===== config.mk =====
export PLATFORM = sky130hd
export DESIGN_NAME = buck_mode_ctrl
export DESIGN_NICKNAME = d
export VERILOG_FILES = /design/src/common/buck_ctrl_pkg.sv /design/src/hw/buck_mode_ctrl.sv
export SDC_FILE = /design/constraint.sdc
export NUM_CORES = 1
export LEC_CHECK = 0
export BUFFER_PORTS_ARGS = -buffer_cell sky130_fd_sc_hd__buf_2
export CAP_MARGIN = 20
export CORE_AREA = 8 8 102 104
export DETAILED_ROUTE_END_ITERATION = 7
export DIE_AREA = 0 0 110 112
export GPL_TIMING_DRIVEN = 0
export PLACE_DENSITY = 0.62
export SETUP_SLACK_MARGIN = 0.2
export SLEW_MARGIN = 20
export SYNTH_ARGS = -nofsm -noshare
export SYNTH_HDL_FRONTEND = slang
export SYNTH_SLANG_ARGS = --single-unit

===== constraint.sdc =====
create_clock -name mclk -period 1.89 [get_ports mclk]
set_input_delay 0.2835 -clock mclk [delete_from_list [all_inputs] [get_ports mclk]]
set_output_delay 0.2835 -clock mclk [all_outputs]
set_load 0.02 [all_outputs]

===== src/common/buck_ctrl_pkg.sv =====
/*
  Package for the step-down regulator mode and setpoint control block:
  power states, operating modes, setpoint width, debounce timing and the
  packed structs that carry control bits and state.
  Assumes a single 50 MHz clock and a synchronous active-low reset.
*/
`default_nettype none
package buck_ctrl_pkg;
  localparam int unsigned SETPOINT_W   = 6;
  localparam int unsigned CLK_HZ       = 50_000_000;
  // debounce time in microseconds, 8.0 ms
  localparam int unsigned DEBOUNCE_US  = 8_000;
  localparam int unsigned DEBOUNCE_CYC = DEBOUNCE_US * (CLK_HZ / 1_000_000);
  localparam int unsigned DEB_W        = 20;
  localparam logic [5:0]  SETPOINT_RST = 6'h00;

  typedef enum logic [1:0] {
    PWR_OFF,
    PWR_RUN,
    PWR_STANDBY,
    PWR_SLEEP
  } power_state_t;

  typedef enum logic [1:0] {
    MODE_OFF,
    MODE_ADAPTIVE,
    MODE_FPWM,
    MODE_LOW_POWER
  } buck_mode_t;

  typedef struct packed {
    logic buck_on;
    logic standby_keep_on;
    logic sleep_keep_on;
    logic low_bias_select;
    logic forced_pwm_select;
  } buck_ctrl_t;

  typedef struct packed {
    logic                  wr_run;
    logic                  wr_standby;
    logic                  wr_sleep;
    logic [SETPOINT_W-1:0] data;
  } setpoint_wr_t;

  typedef struct packed {
    buck_mode_t            mode;
    logic                  switching;
    logic                  discharge;
    logic                  light_load_skip;
    logic                  low_bias;
    logic                  hs_gate_off;
    logic                  ls_gate_off;
    logic                  hs_sense;
    logic                  ls_sense;
    logic                  hs_status;
    logic                  ls_status;
    logic [DEB_W-1:0]      hs_count;
    logic [DEB_W-1:0]      ls_count;
    power_state_t          prev_state;
    logic                  host_released;
    logic                  wr_enable;
    logic [SETPOINT_W-1:0] run_setpoint;
    logic [SETPOINT_W-1:0] standby_setpoint;
    logic [SETPOINT_W-1:0] sleep_setpoint;
    logic [SETPOINT_W-1:0] target;
  } buck_state_t;
endpackage
`default_nettype wire


===== src/hw/buck_mode_ctrl.sv =====
/*
  Mode decoding, current-limit debounce and setpoint handling for one
  step-down regulator; instantiate once per regulator.
  Assumes power state, control bits and current-limit comparators are
  synchronous to mclk; the host write port is pre-decoded by the I2C slave.
*/
`default_nettype none
//Contract
// - DCM/CCM follows load; mode also forced by control bits or power state.
// - Every mode available whatever the fused scaling select value.
// - Off mode: stop switching, discharge output through internal resistor.
// - Adaptive is default: fixed frequency at load, pulse skipping light.
// - Disabled if buck_on 0, or keep-on bit 0 in standby/sleep.
// - Enabled, forced PWM 0, low bias 0: adaptive with DCM at light load.
// - In run, low bias never gives low-power operation.
// - Standby/sleep kept on, low bias 1, forced PWM 0: low-power mode.
// - Forced PWM 1 wins over low bias in every state.
// - Forced PWM never falls back to pulse skipping.
// - Switch over current limit is turned off from the cycle after the hit, while it lasts.
// - Limit hit sets sense the next cycle; status after 8.0 ms persistence.
// - Off-to-run start-up copies fused setpoint into all three setpoints.
// - Target is run, standby or sleep setpoint by power state.
// - Fused select 0: setpoints writable after host reset released.
module buck_mode_ctrl #(
  parameter int unsigned DEBOUNCE_CYCLES = buck_ctrl_pkg::DEBOUNCE_CYC
) (
  input  wire logic                                   mclk,
  input  wire logic                                   resetn,
  input  wire buck_ctrl_pkg::power_state_t            power_state,
  input  wire buck_ctrl_pkg::buck_ctrl_t              ctrl,
  input  wire logic                                   light_load,
  input  wire logic                                   hs_limit_hit,
  input  wire logic                                   ls_limit_hit,
  input  wire logic [buck_ctrl_pkg::SETPOINT_W-1:0]   fused_setpoint,
  input  wire logic                                   fused_scaling_select,
  input  wire logic                                   host_reset_out_n,
  input  wire buck_ctrl_pkg::setpoint_wr_t            setpoint_wr,
  output logic [1:0]                                  mode,
  output logic                                        switching,
  output logic                                        discharge,
  output logic                                        light_load_skip,
  output logic                                        low_bias,
  output logic                                        hs_gate_off,
  output logic                                        ls_gate_off,
  output logic                                        hs_limit_sense,
  output logic                                        ls_limit_sense,
  output logic                                        hs_limit_status,
  output logic                                        ls_limit_status,
  output logic                                        setpoint_wr_enable,
  output logic [buck_ctrl_pkg::SETPOINT_W-1:0]        run_setpoint,
  output logic [buck_ctrl_pkg::SETPOINT_W-1:0]        standby_setpoint,
  output logic [buck_ctrl_pkg::SETPOINT_W-1:0]        sleep_setpoint,
  output logic [buck_ctrl_pkg::SETPOINT_W-1:0]        target_setpoint
);
  localparam logic [buck_ctrl_pkg::DEB_W-1:0] DEB_LAST =
    buck_ctrl_pkg::DEB_W'(DEBOUNCE_CYCLES - 1);

  buck_ctrl_pkg::buck_state_t s_q;
  buck_ctrl_pkg::buck_state_t s_d;
  logic                       enabled;
  logic                       in_low;
  logic                       startup;

  always_comb begin
    s_d = s_q;
    in_low = (power_state == buck_ctrl_pkg::PWR_STANDBY) ||
             (power_state == buck_ctrl_pkg::PWR_SLEEP);
    // fused select does not enter the mode decode at all
    enabled = ctrl.buck_on && (power_state != buck_ctrl_pkg::PWR_OFF) &&
              !((power_state == buck_ctrl_pkg::PWR_STANDBY) && !ctrl.standby_keep_on) &&
              !((power_state == buck_ctrl_pkg::PWR_SLEEP) && !ctrl.sleep_keep_on);
    if (!enabled) begin
      s_d.mode = buck_ctrl_pkg::MODE_OFF;
    end else if (ctrl.forced_pwm_select) begin
      s_d.mode = buck_ctrl_pkg::MODE_FPWM;
    end else if (ctrl.low_bias_select && in_low) begin
      s_d.mode = buck_ctrl_pkg::MODE_LOW_POWER;
    end else begin
      s_d.mode = buck_ctrl_pkg::MODE_ADAPTIVE;
    end
    s_d.switching = (s_d.mode != buck_ctrl_pkg::MODE_OFF);
    s_d.discharge = (s_d.mode == buck_ctrl_pkg::MODE_OFF);
    // pulse skipping only from the load level, never in forced PWM
    s_d.light_load_skip = light_load && s_d.switching &&
                          (s_d.mode != buck_ctrl_pkg::MODE_FPWM);
    s_d.low_bias = (s_d.mode == buck_ctrl_pkg::MODE_LOW_POWER);

    s_d.hs_gate_off = hs_limit_hit && s_d.switching;
    s_d.ls_gate_off = ls_limit_hit && s_d.switching;
    s_d.hs_sense = hs_limit_hit;
    s_d.ls_sense = ls_limit_hit;
    // persistence counters; status set once reached, held only while the hit lasts
    // status follows the fault: drops one cycle after the hit goes away
    if (!hs_limit_hit) begin
      s_d.hs_count  = '0;
      s_d.hs_status = 1'b0;
    end else if (s_q.hs_count == DEB_LAST) begin
      s_d.hs_status = 1'b1;
    end else begin
      s_d.hs_count = s_q.hs_count + 1'b1;
    end
    if (!ls_limit_hit) begin
      s_d.ls_count  = '0;
      s_d.ls_status = 1'b0;
    end else if (s_q.ls_count == DEB_LAST) begin
      s_d.ls_status = 1'b1;
    end else begin
      s_d.ls_count = s_q.ls_count + 1'b1;
    end
    s_d.prev_state = power_state;
    startup = (s_q.prev_state == buck_ctrl_pkg::PWR_OFF) &&
              (power_state == buck_ctrl_pkg::PWR_RUN);
    if (power_state == buck_ctrl_pkg::PWR_OFF) begin
      s_d.host_released = 1'b0;
    end else if (host_reset_out_n) begin
      s_d.host_released = 1'b1;
    end
    s_d.wr_enable = s_d.host_released && !fused_scaling_select &&
                    (power_state != buck_ctrl_pkg::PWR_OFF);
    if (startup) begin
      s_d.run_setpoint     = fused_setpoint;
      s_d.standby_setpoint = fused_setpoint;
      s_d.sleep_setpoint   = fused_setpoint;
    end else if (s_q.wr_enable) begin
      if (setpoint_wr.wr_run) begin
        s_d.run_setpoint = setpoint_wr.data;
      end
      if (setpoint_wr.wr_standby) begin
        s_d.standby_setpoint = setpoint_wr.data;
      end
      if (setpoint_wr.wr_sleep) begin
        s_d.sleep_setpoint = setpoint_wr.data;
      end
    end
    unique case (power_state)
      buck_ctrl_pkg::PWR_STANDBY: s_d.target = s_d.standby_setpoint;
      buck_ctrl_pkg::PWR_SLEEP:   s_d.target = s_d.sleep_setpoint;
      default:                    s_d.target = s_d.run_setpoint;
    endcase
  end

  always_ff @(posedge mclk) begin
    if (!resetn) begin
      s_q <= '{mode:             buck_ctrl_pkg::MODE_OFF,
               switching:        1'b0,
               discharge:        1'b1,
               light_load_skip:  1'b0,
               low_bias:         1'b0,
               hs_gate_off:      1'b0,
               ls_gate_off:      1'b0,
               hs_sense:         1'b0,
               ls_sense:         1'b0,
               hs_status:        1'b0,
               ls_status:        1'b0,
               hs_count:         '0,
               ls_count:         '0,
               prev_state:       buck_ctrl_pkg::PWR_OFF,
               host_released:    1'b0,
               wr_enable:        1'b0,
               run_setpoint:     buck_ctrl_pkg::SETPOINT_RST,
               standby_setpoint: buck_ctrl_pkg::SETPOINT_RST,
               sleep_setpoint:   buck_ctrl_pkg::SETPOINT_RST,
               target:           buck_ctrl_pkg::SETPOINT_RST};
    end else begin
      s_q <= s_d;
    end
  end

  assign mode               = s_q.mode;
  assign switching          = s_q.switching;
  assign discharge          = s_q.discharge;
  assign light_load_skip    = s_q.light_load_skip;
  assign low_bias           = s_q.low_bias;
  assign hs_gate_off        = s_q.hs_gate_off;
  assign ls_gate_off        = s_q.ls_gate_off;
  assign hs_limit_sense     = s_q.hs_sense;
  assign ls_limit_sense     = s_q.ls_sense;
  assign hs_limit_status    = s_q.hs_status;
  assign ls_limit_status    = s_q.ls_status;
  assign setpoint_wr_enable = s_q.wr_enable;
  assign run_setpoint       = s_q.run_setpoint;
  assign standby_setpoint   = s_q.standby_setpoint;
  assign sleep_setpoint     = s_q.sleep_setpoint;
  assign target_setpoint    = s_q.target;
endmodule
`default_nettype wire


==> results of run 1 <==
## repair_timing
| action | 4_1_cts | 5_1_grt |
|---|---|---|
| hold buffers | 0 | 0 |
| endpoints found under the hold margin | 0 | 0 |
| endpoints found under the setup margin | 30 | 30 |
| setup buffers | 1 | 6 |
| gates resized for setup | 29 | 35 |
| pin swaps | 0 | 6 |
## synth_stat cells (9+ instances only)
cell type,count
or4_1,9
nand3_1,14
o21ai_0,10
and4_1,10
a21oi_1,37
nand2_1,34
xor2_1,10
buf_4,26
nand4_1,12
mux2i_1,10
o31ai_1,10
buf_2,11
dfxtp_1,80
o21ai_1,10
a211oi_1,9
nor2_1,22
and2_1,9
## cell type report
| class | count | area [um^2] | share of cell area, % |
|---|---|---|---|
| Multi-Input combinational cell | 275 | 1880 | 40.8 |
| Sequential cell | 80 | 1620 | 35.2 |
| Timing Repair Buffer | 72 | 378 | 8.21 |
| Buffer | 45 | 328 | 7.12 |
| Clock buffer | 11 | 151 | 3.29 |
| Tap cell | 111 | 139 | 3.02 |
| Clock inverter | 5 | 78.8 | 1.71 |
| Inverter | 8 | 30.0 | 0.653 |
## per-layer routing
layer,share of wire (%),global-route usage [%],vias up
li1,-,-,1661
met1,44,17.9,1566
met2,46,22.8,94
met3,8.3,3.12,19
met4,2.1,6.85,0
met5,0,0,-
## worst max-delay path, stage by stage, from the launching register on
cell and delay (ns):
dfxtp_1 0.31, or4b_4 0.52, buf_6 0.16, a2111oi_0 0.52, a311o_1 0.18
## final timing paths
kind,slack [ns],endpoint,startpoint
setup / recovery,0.14,target_setpoint[3],s_q[27]
setup reg to reg,0.14,target_setpoint[3],s_q[27]
hold / removal,0.08,setpoint_wr_enable,fused_scaling_select
hold reg to reg,0.47,s_q[25],s_q[25]
## power by group
group          leakage (nW)  switching [mW]  internal, mW
combinational          1.13           0.219         0.164
clock                 0.119           0.614         0.814
sequential            0.655          0.0294          1.74
## layout by cell type (no fill, tap or decap), types with 11 or more instances in the layout
master    synthesis  final
nand4_1          12     12
dfxtp_1          80     73
buf_4            26     34
nand2_1          34     29
buf_2            11     70
nand3_1          14     13
clkbuf_8          0     11
nor2_1           22     19
a21oi_1          37     35
## kinds of logic (layout without fill, tap and decap cells)
family | Yosys count | after routing | share of synthesized area (%)
AO/OA/AOI/OAI | 115 | 115 | 21.1
flip-flops | 80 | 80 | 43.9
AND/OR/NAND/NOR | 137 | 137 | 20.5
XOR/XNOR | 11 | 11 | 2.64
multiplexers | 10 | 10 | 2.74
buffers and inverters | 53 | 141 | 8.50
adder cells (fa/ha/maj) | 2 | 2 | 0.685
## through the flow
| stage | util, % | hold WS (ns) | TNS [ns] | cells |
|---|---|---|---|---|
| final | 51.8 | 0.0751 | 0 | 607 |
| after floorplan | - | 0.355 | 0 | 408 |
| after global routing | 51.8 | 0.0631 | 0 | 607 |
| after detailed placement | 46.3 | 0.442 | -0.0487 | 584 |
| after CTS | 50.1 | 0.0612 | 0 | 601 |
| after global placement | 46.3 | 0.442 | -0.0381 | 584 |
## sequential cells by signal, summed over array words and instances (netlist names)
name                cells
ls_limit_status         1
sleep_setpoint          6
standby_setpoint        6
ls_gate_off             1
discharge               1
hs_limit_status         1
ls_limit_sense          1
hs_limit_sense          1
switching               1
setpoint_wr_enable      1
hs_gate_off             1
s_q                    43
run_setpoint            6
light_load_skip         1
low_bias                1
target_setpoint         6
mode                    2
==> impl_metrics.ini, run 1 <==
[hold_path]
hp-class = in -> reg
holdPathStages = 2

[finish]
nFillCells = 847
insertedDiodeCount = 0
fin_area_um2 = 4600
syn_to_final_growth_pct = 26.0
drive_above_1_share_pct = 33.7
fin_nets = 522

[routing]
wl_mm = 9.19
drtIter0Drc = 120
first_pass_iters = 4
drc_errors = 0
routedWlPerCell_um = 15.1
routed_via_density = 5.50
final_antenna_net_count = 0
num_vias = 3340

[floorplan]
die_h_um = 112
initial_core_util_pct = 41.1
pin_count = 66
die-width_um = 110
die_area_um2 = 12300
fp.coreArea_um2 = 8890
rows = 35

[synthesis]
yosysSeqAreaShare_pct = 43.9
synth.ff_latch_count = 80
syn_nets = 439
synthTopCellsByArea = dfxtp_1 44%, buf_4 5.3%, a21oi_1 5.1%, nand2_1 3.5%, mux2i_1 2.7%
synth_edf_count = 0
synth_area_per_cell_um2 = 8.95
yosysTopAreaCell = dfxtp_1
yosysUniqueCellTypes = 44
ys.flop_type = dfxtp_1
async_flop_share_pct = 0
synthCells = 408
yosysTopAreaCellShare_pct = 43.9
yosysWarnings = 0
syn_area_um2 = 3650

[critical_path]
setup.worst_path.start_class = register
critPathMaxFanout = 7
arrival_ns = 2.03
cp-end-kind = register
cp.required_ns = 2.17
rr_worst_depth = 4
critPathKind = reg -> reg

[place]
dp_hpwl_mm = 6.56
port_buffers = 65
pre_cts_ws_ns = -0.0299
routabilityCongestion = 0.821
placed_area_um2 = 4120

[timing]
setup_ws_ns = 0.144
worstMarginPinSlew_ns = 0.547
finalMaxSlewViolations = 0
fin_crit_ns = 1.75
hold_viol_final = 0
fin_worst_skew_ns = 0.0125
maxSlewHeadroom_pct = 62.6
max_clock_freq_ghz = 0.573
finalCritPeriodShare_pct = 92.4
rsz0062_at_grt = true
finalSetupViolCount = 0

[power]
leakage_nw = 1.91
ir_drop_uv = 426
pwr_density_cell_nw_per_um2 = 778
power_mw = 3.58

[cts]
worstSkewPairLatency_ns = 0.35
h-tree-depth = 3
cts_inserted_buffers = 9
cts_tree = done
clk_pin_slew_ns = 0.09
clockBufferDepth = 2
clock-sinks = 80
cts_root_buf = clkbuf_8

[grt]
overflow = 0
grt_pass1_wl_mm = 14.3
grt_max_degree = 14
antenna_found_initial = 0
track_usage_pct = 14.4
grt_pass1_vias = 3029

[outcome]
outcome = finished clean

[job]
cap_violations = 0
Note: power is estimated with default switching activity, not from simulation.
==> run 2: changes to the inputs <==
--- a/config.mk
+++ b/config.mk
@@ -13,3 +13,2 @@
 export GPL_TIMING_DRIVEN = 0
-export PLACE_DENSITY = 0.62
 export SETUP_SLACK_MARGIN = 0.2
==> constraint.sdc (replaced) <==
create_clock -name mclk -period 1.89 [get_ports mclk]
set_input_delay 0.378 -clock mclk [delete_from_list [all_inputs] [get_ports mclk]]
set_output_delay 0.378 -clock mclk [all_outputs]
set_load 0.02 [all_outputs]
==> impl_metrics.ini, run 2 (synthesis results as in run 1) <==
[cts]
clockBufferDepth = 2
h-tree-depth = 3
worstSkewPairLatency_ns = 0.34
clock-sinks = 80
cts_inserted_buffers = 9
cts_hold_buf = 0
cts_tree = done
clk_pin_slew_ns = 0.09
cts_root_buf = clkbuf_8

[place]
dp_hpwl_mm = 6.51
routabilityCongestion = 0.809
port_buffers = 65
placed_area_um2 = 4120

[critical_path]
critPathKind = reg -> reg
crit_buf_inv = 1
cp_top_family = compound AO/OA/AOI/OAI gates
startpoint = s_q[27]
crit_path_top_delay_cell = or4b_1
critPathMaxFanout = 7
reg2reg_from = s_q[27]
arrival_ns = 1.93
slowest_delay_ns = 0.53
cp-end-kind = register
setup.worst_path.start_class = register
path_cells = or4b_1 -> buf_6 -> o21ai_4 -> a311oi_1 -> a311o_1
cp.required_ns = 2.13

[floorplan]
initial_core_util_pct = 41.1
die_area_um2 = 12300
pin_count = 66
die_h_um = 112
fp.coreArea_um2 = 8890
rows = 35
die-width_um = 110

[timing]
fin_crit_ns = 1.70
rsz0062_at_grt = true
worstMarginPinSlew_ns = 0.535
hold_viol_final = 0
finalSetupViolCount = 0
fin_worst_skew_ns = 0.00699
hold_slack_ns = 0.202
max_clock_freq_ghz = 0.590
finalMaxSlewViolations = 0
finalCritPeriodShare_pct = 89.7
maxSlewHeadroom_pct = 64.4

[finish]
fin_nets = 530
drive_above_1_share_pct = 35.1
regMostFlops = s_q
layout_common_cells = 72 x dfxtp_1, 70 x buf_2, 42 x buf_4
fin_area_um2 = 4660
mostFrequentLayoutCell = dfxtp_1
largest_reg_flops = 43
syn_to_final_growth_pct = 27.7
insertedDiodeCount = 0

[hold_path]
hp-class = in -> reg
min-delay-start = fused_scaling_select

[power]
leakage_nw = 1.97
pwr_density_cell_nw_per_um2 = 764
ir_drop_uv = 524

[job]
cap_violations = 0

[grt]
grt_pass1_vias = 3066
grt_max_degree = 16
track_usage_pct = 14.7
grt_pass1_wl_mm = 14.7
antenna_found_initial = 0
overflow = 0

[routing]
routedWlPerCell_um = 15.1
first_pass_iters = 4
drtIter0Drc = 199
wl_mm = 9.31
routed_via_density = 5.46
num_vias = 3357
final_antenna_net_count = 0
drc_errors = 0

[outcome]
outcome = finished clean
-- run 2: cell count changes in the layout (fill, tap and decap cells not counted), moves of 2 or more --
cell	delta
dfxtp_2	+3
buf_4	+8
inv_6	+3
clkbuf_8	-2
dfxtp_4	-2
-- run 2: repair_timing --
item | 4_1_cts | 5_1_grt
gates cloned | 0 | 1
pin swaps | 1 | 3
buffers inserted | 5 | 9
setup endpoints to repair | 32 | 28
resized for setup | 27 | 39
-- run 2: layer usage --
metal  track usage [%]  part of all wire (%)  vias to the layer above
met2              22.0                    46                      101
met1              19.5                    45                     1560
met4              7.03                   1.8                        0
met3              3.00                   7.6                       17
li1                  -                     -                     1679
met5                 0                     0                        -
-- run 2: power breakdown --
group	total (mW)	switching [mW]	internal (mW)	leakage [nW]
clock network	1.41	0.650	0.758	0.115
logic	0.385	0.218	0.167	1.20
registers	1.77	0.0293	1.74	0.655
total	3.56	0.898	2.66	1.97
-- run 2: final timing paths --
kind	end	slack, ns	depth (start not counted)
setup / recovery	target_setpoint[3]	0.19	5
hold / removal	setpoint_wr_enable	0.20	2
setup reg to reg	target_setpoint[3]	0.19	5
hold reg to reg	hs_limit_status	0.47	2
-- run 2: final cells by class --
class	count	area (um^2)
buffer	45	329
tap	111	139
multi-input combinational	276	1890
clock inverter	7	100
fill	869	4230
timing repair buffer	79	430
inverter	8	30.0
sequential	80	1620
clock buffer	9	124
-- run 2: worst register-to-register path: stages (launching register included) --
cell      delay [ns]
dfxtp_1         0.30
or4b_1          0.53
buf_6           0.16
o21ai_4         0.18
a311oi_1        0.09
a311o_1         0.34
-- run 2: stage by stage --
step                      TNS, ns  worst slack (ns)  cells  power (mW)  utilization (%)
after global placement     -0.328           -0.0479    584        2.17             46.3
after CTS                       0             0.163    605        3.60             50.3
after detailed placement   -0.237           -0.0617    584        2.18             46.3
final                           0             0.194    615        3.56             52.4
after global routing            0             0.160    615        3.71             52.4
after floorplan                 0             0.221    408        2.04                -
==> run 3: changes to the inputs <==
Settings changed: PLACE_DENSITY set to 0.59.
==> impl_metrics.ini, run 3 (synthesis results as in run 1) <==
[outcome]
outcome = finished clean

[routing]
first_pass_iters = 4
num_vias = 3348
routed_via_density = 5.45
routedWlPerCell_um = 15.2
drtIter0Drc = 145
drc_errors = 0
final_antenna_net_count = 0
wl_mm = 9.32

[critical_path]
ff2ff_setup_slack_ns = 0.19
critPathKind = reg -> reg
reg2reg_to = target_setpoint[3]
reg2reg_from = s_q[27]
cp-end-kind = register
startpoint = s_q[27]
critPathMaxFanout = 7
arrival_ns = 1.94
rr_worst_depth = 5
setup.worst_path.start_class = register
cp.required_ns = 2.13

[timing]
finalCritPeriodShare_pct = 90.0
worstMarginPinSlew_ns = 0.533
finalSetupViolCount = 0
finalMaxSlewViolations = 0
fin_worst_skew_ns = 0.00850
maxSlewHeadroom_pct = 64.4
max_clock_freq_ghz = 0.588
hold_viol_final = 0
fin_crit_ns = 1.70
rsz0062_at_grt = true
setup_ws_ns = 0.190

[floorplan]
initial_core_util_pct = 41.1
pin_count = 66
rows = 35
fp.coreArea_um2 = 8890
die_area_um2 = 12300
die_h_um = 112
die-width_um = 110

[place]
port_buffers = 65
routabilityCongestion = 0.808
dp_hpwl_mm = 6.57
pre_cts_ws_ns = -0.0825

[cts]
clk_pin_slew_ns = 0.09
clockBufferDepth = 2
clock-sinks = 80
h-tree-depth = 3
cts_tree = done
cts_hold_buf = 0
cts_inserted_buffers = 9
worstSkewPairLatency_ns = 0.35
cts_root_buf = clkbuf_8

[finish]
syn_to_final_growth_pct = 27.7
largest_reg_flops = 43
layout_common_cells = 68 x buf_2, 68 x dfxtp_1, 43 x buf_4
drive_above_1_share_pct = 36.0
regMostFlops = s_q
insertedDiodeCount = 0
fin_nets = 529

[power]
leakage_nw = 1.93
pwr_density_cell_nw_per_um2 = 741
ir_drop_uv = 317
power_mw = 3.45

[grt]
grt_pass1_vias = 3131
overflow = 0
antenna_found_initial = 0
grt_max_degree = 16
grt_pass1_wl_mm = 15.1
track_usage_pct = 15.2

[job]
cap_violations = 0

[hold_path]
min-delay-start = fused_scaling_select
holdPathStages = 2
hp-class = in -> reg
min_to = setpoint_wr_enable
## run 3: changes by cell type in the layout (fill, tap and decap cells not counted), sizes merged
cell,change
nand4,-1
bufinv,-1
clkinvlp,+1
## run 3: area by class of cell
class	instances	area [um^2]
Inverter	8	30.0
Timing Repair Buffer	79	430
Clock inverter	7	77.6
Tap cell	111	139
Clock buffer	9	124
Fill cell	861	4230
Multi-Input combinational cell	275	1900
Sequential cell	80	1630
Buffer	45	333
## run 3: worst max-delay path by stage
stage	endpoint	slack, ns
2_1_floorplan	s_q[66]	0.22
3_3_place_gp	s_q[50]	-0.07
3_5_place_dp	target_setpoint[4]	-0.08
4_1_cts	target_setpoint[0]	0.17
5_1_grt	target_setpoint[3]	0.15
6_report	target_setpoint[3]	0.19
## run 3: timing repair
action                                  CTS  global route
buffers inserted                          4            10
pin swaps                                 3             6
gates resized for setup                  33            43
endpoints found under the setup margin   31            35
## run 3: per-layer routing
layer  up-vias  GRT usage, %  part of all wire [%]
met5         -             0                     0
met4         0          6.13                   1.2
met3         9          3.12                   8.2
met1      1571          20.5                    44
met2        98          22.7                    46
li1       1670             -                     -
## run 3: report_power, final
part | leakage [nW] | internal (mW) | switching (mW)
clock | 0.101 | 0.625 | 0.675
sequential | 0.658 | 1.74 | 0.0306
combinational | 1.17 | 0.169 | 0.219
total | 1.93 | 2.53 | 0.925
## run 3: worst max-delay path, stage by stage (launching register included)
cell and delay [ns]:
dfxtp_1 0.31, or4b_4 0.52, buf_6 0.15, o21ai_4 0.19, a311oi_1 0.08, a311o_1 0.34
## run 3: metrics by stage
step | cell area, um^2 | utilization [%] | hold slack [ns] | cells | setup TNS, ns
3_5_place_dp | 4120 | 46.3 | 0.458 | 584 | -0.630
6_report | 4660 | 52.4 | 0.169 | 614 | 0
2_1_floorplan | 3650 | - | 0.440 | 408 | 0
3_3_place_gp | 4120 | 46.3 | 0.453 | 584 | -0.380
4_1_cts | 4470 | 50.2 | 0.162 | 604 | 0
5_1_grt | 4660 | 52.4 | 0.162 | 614 | 0
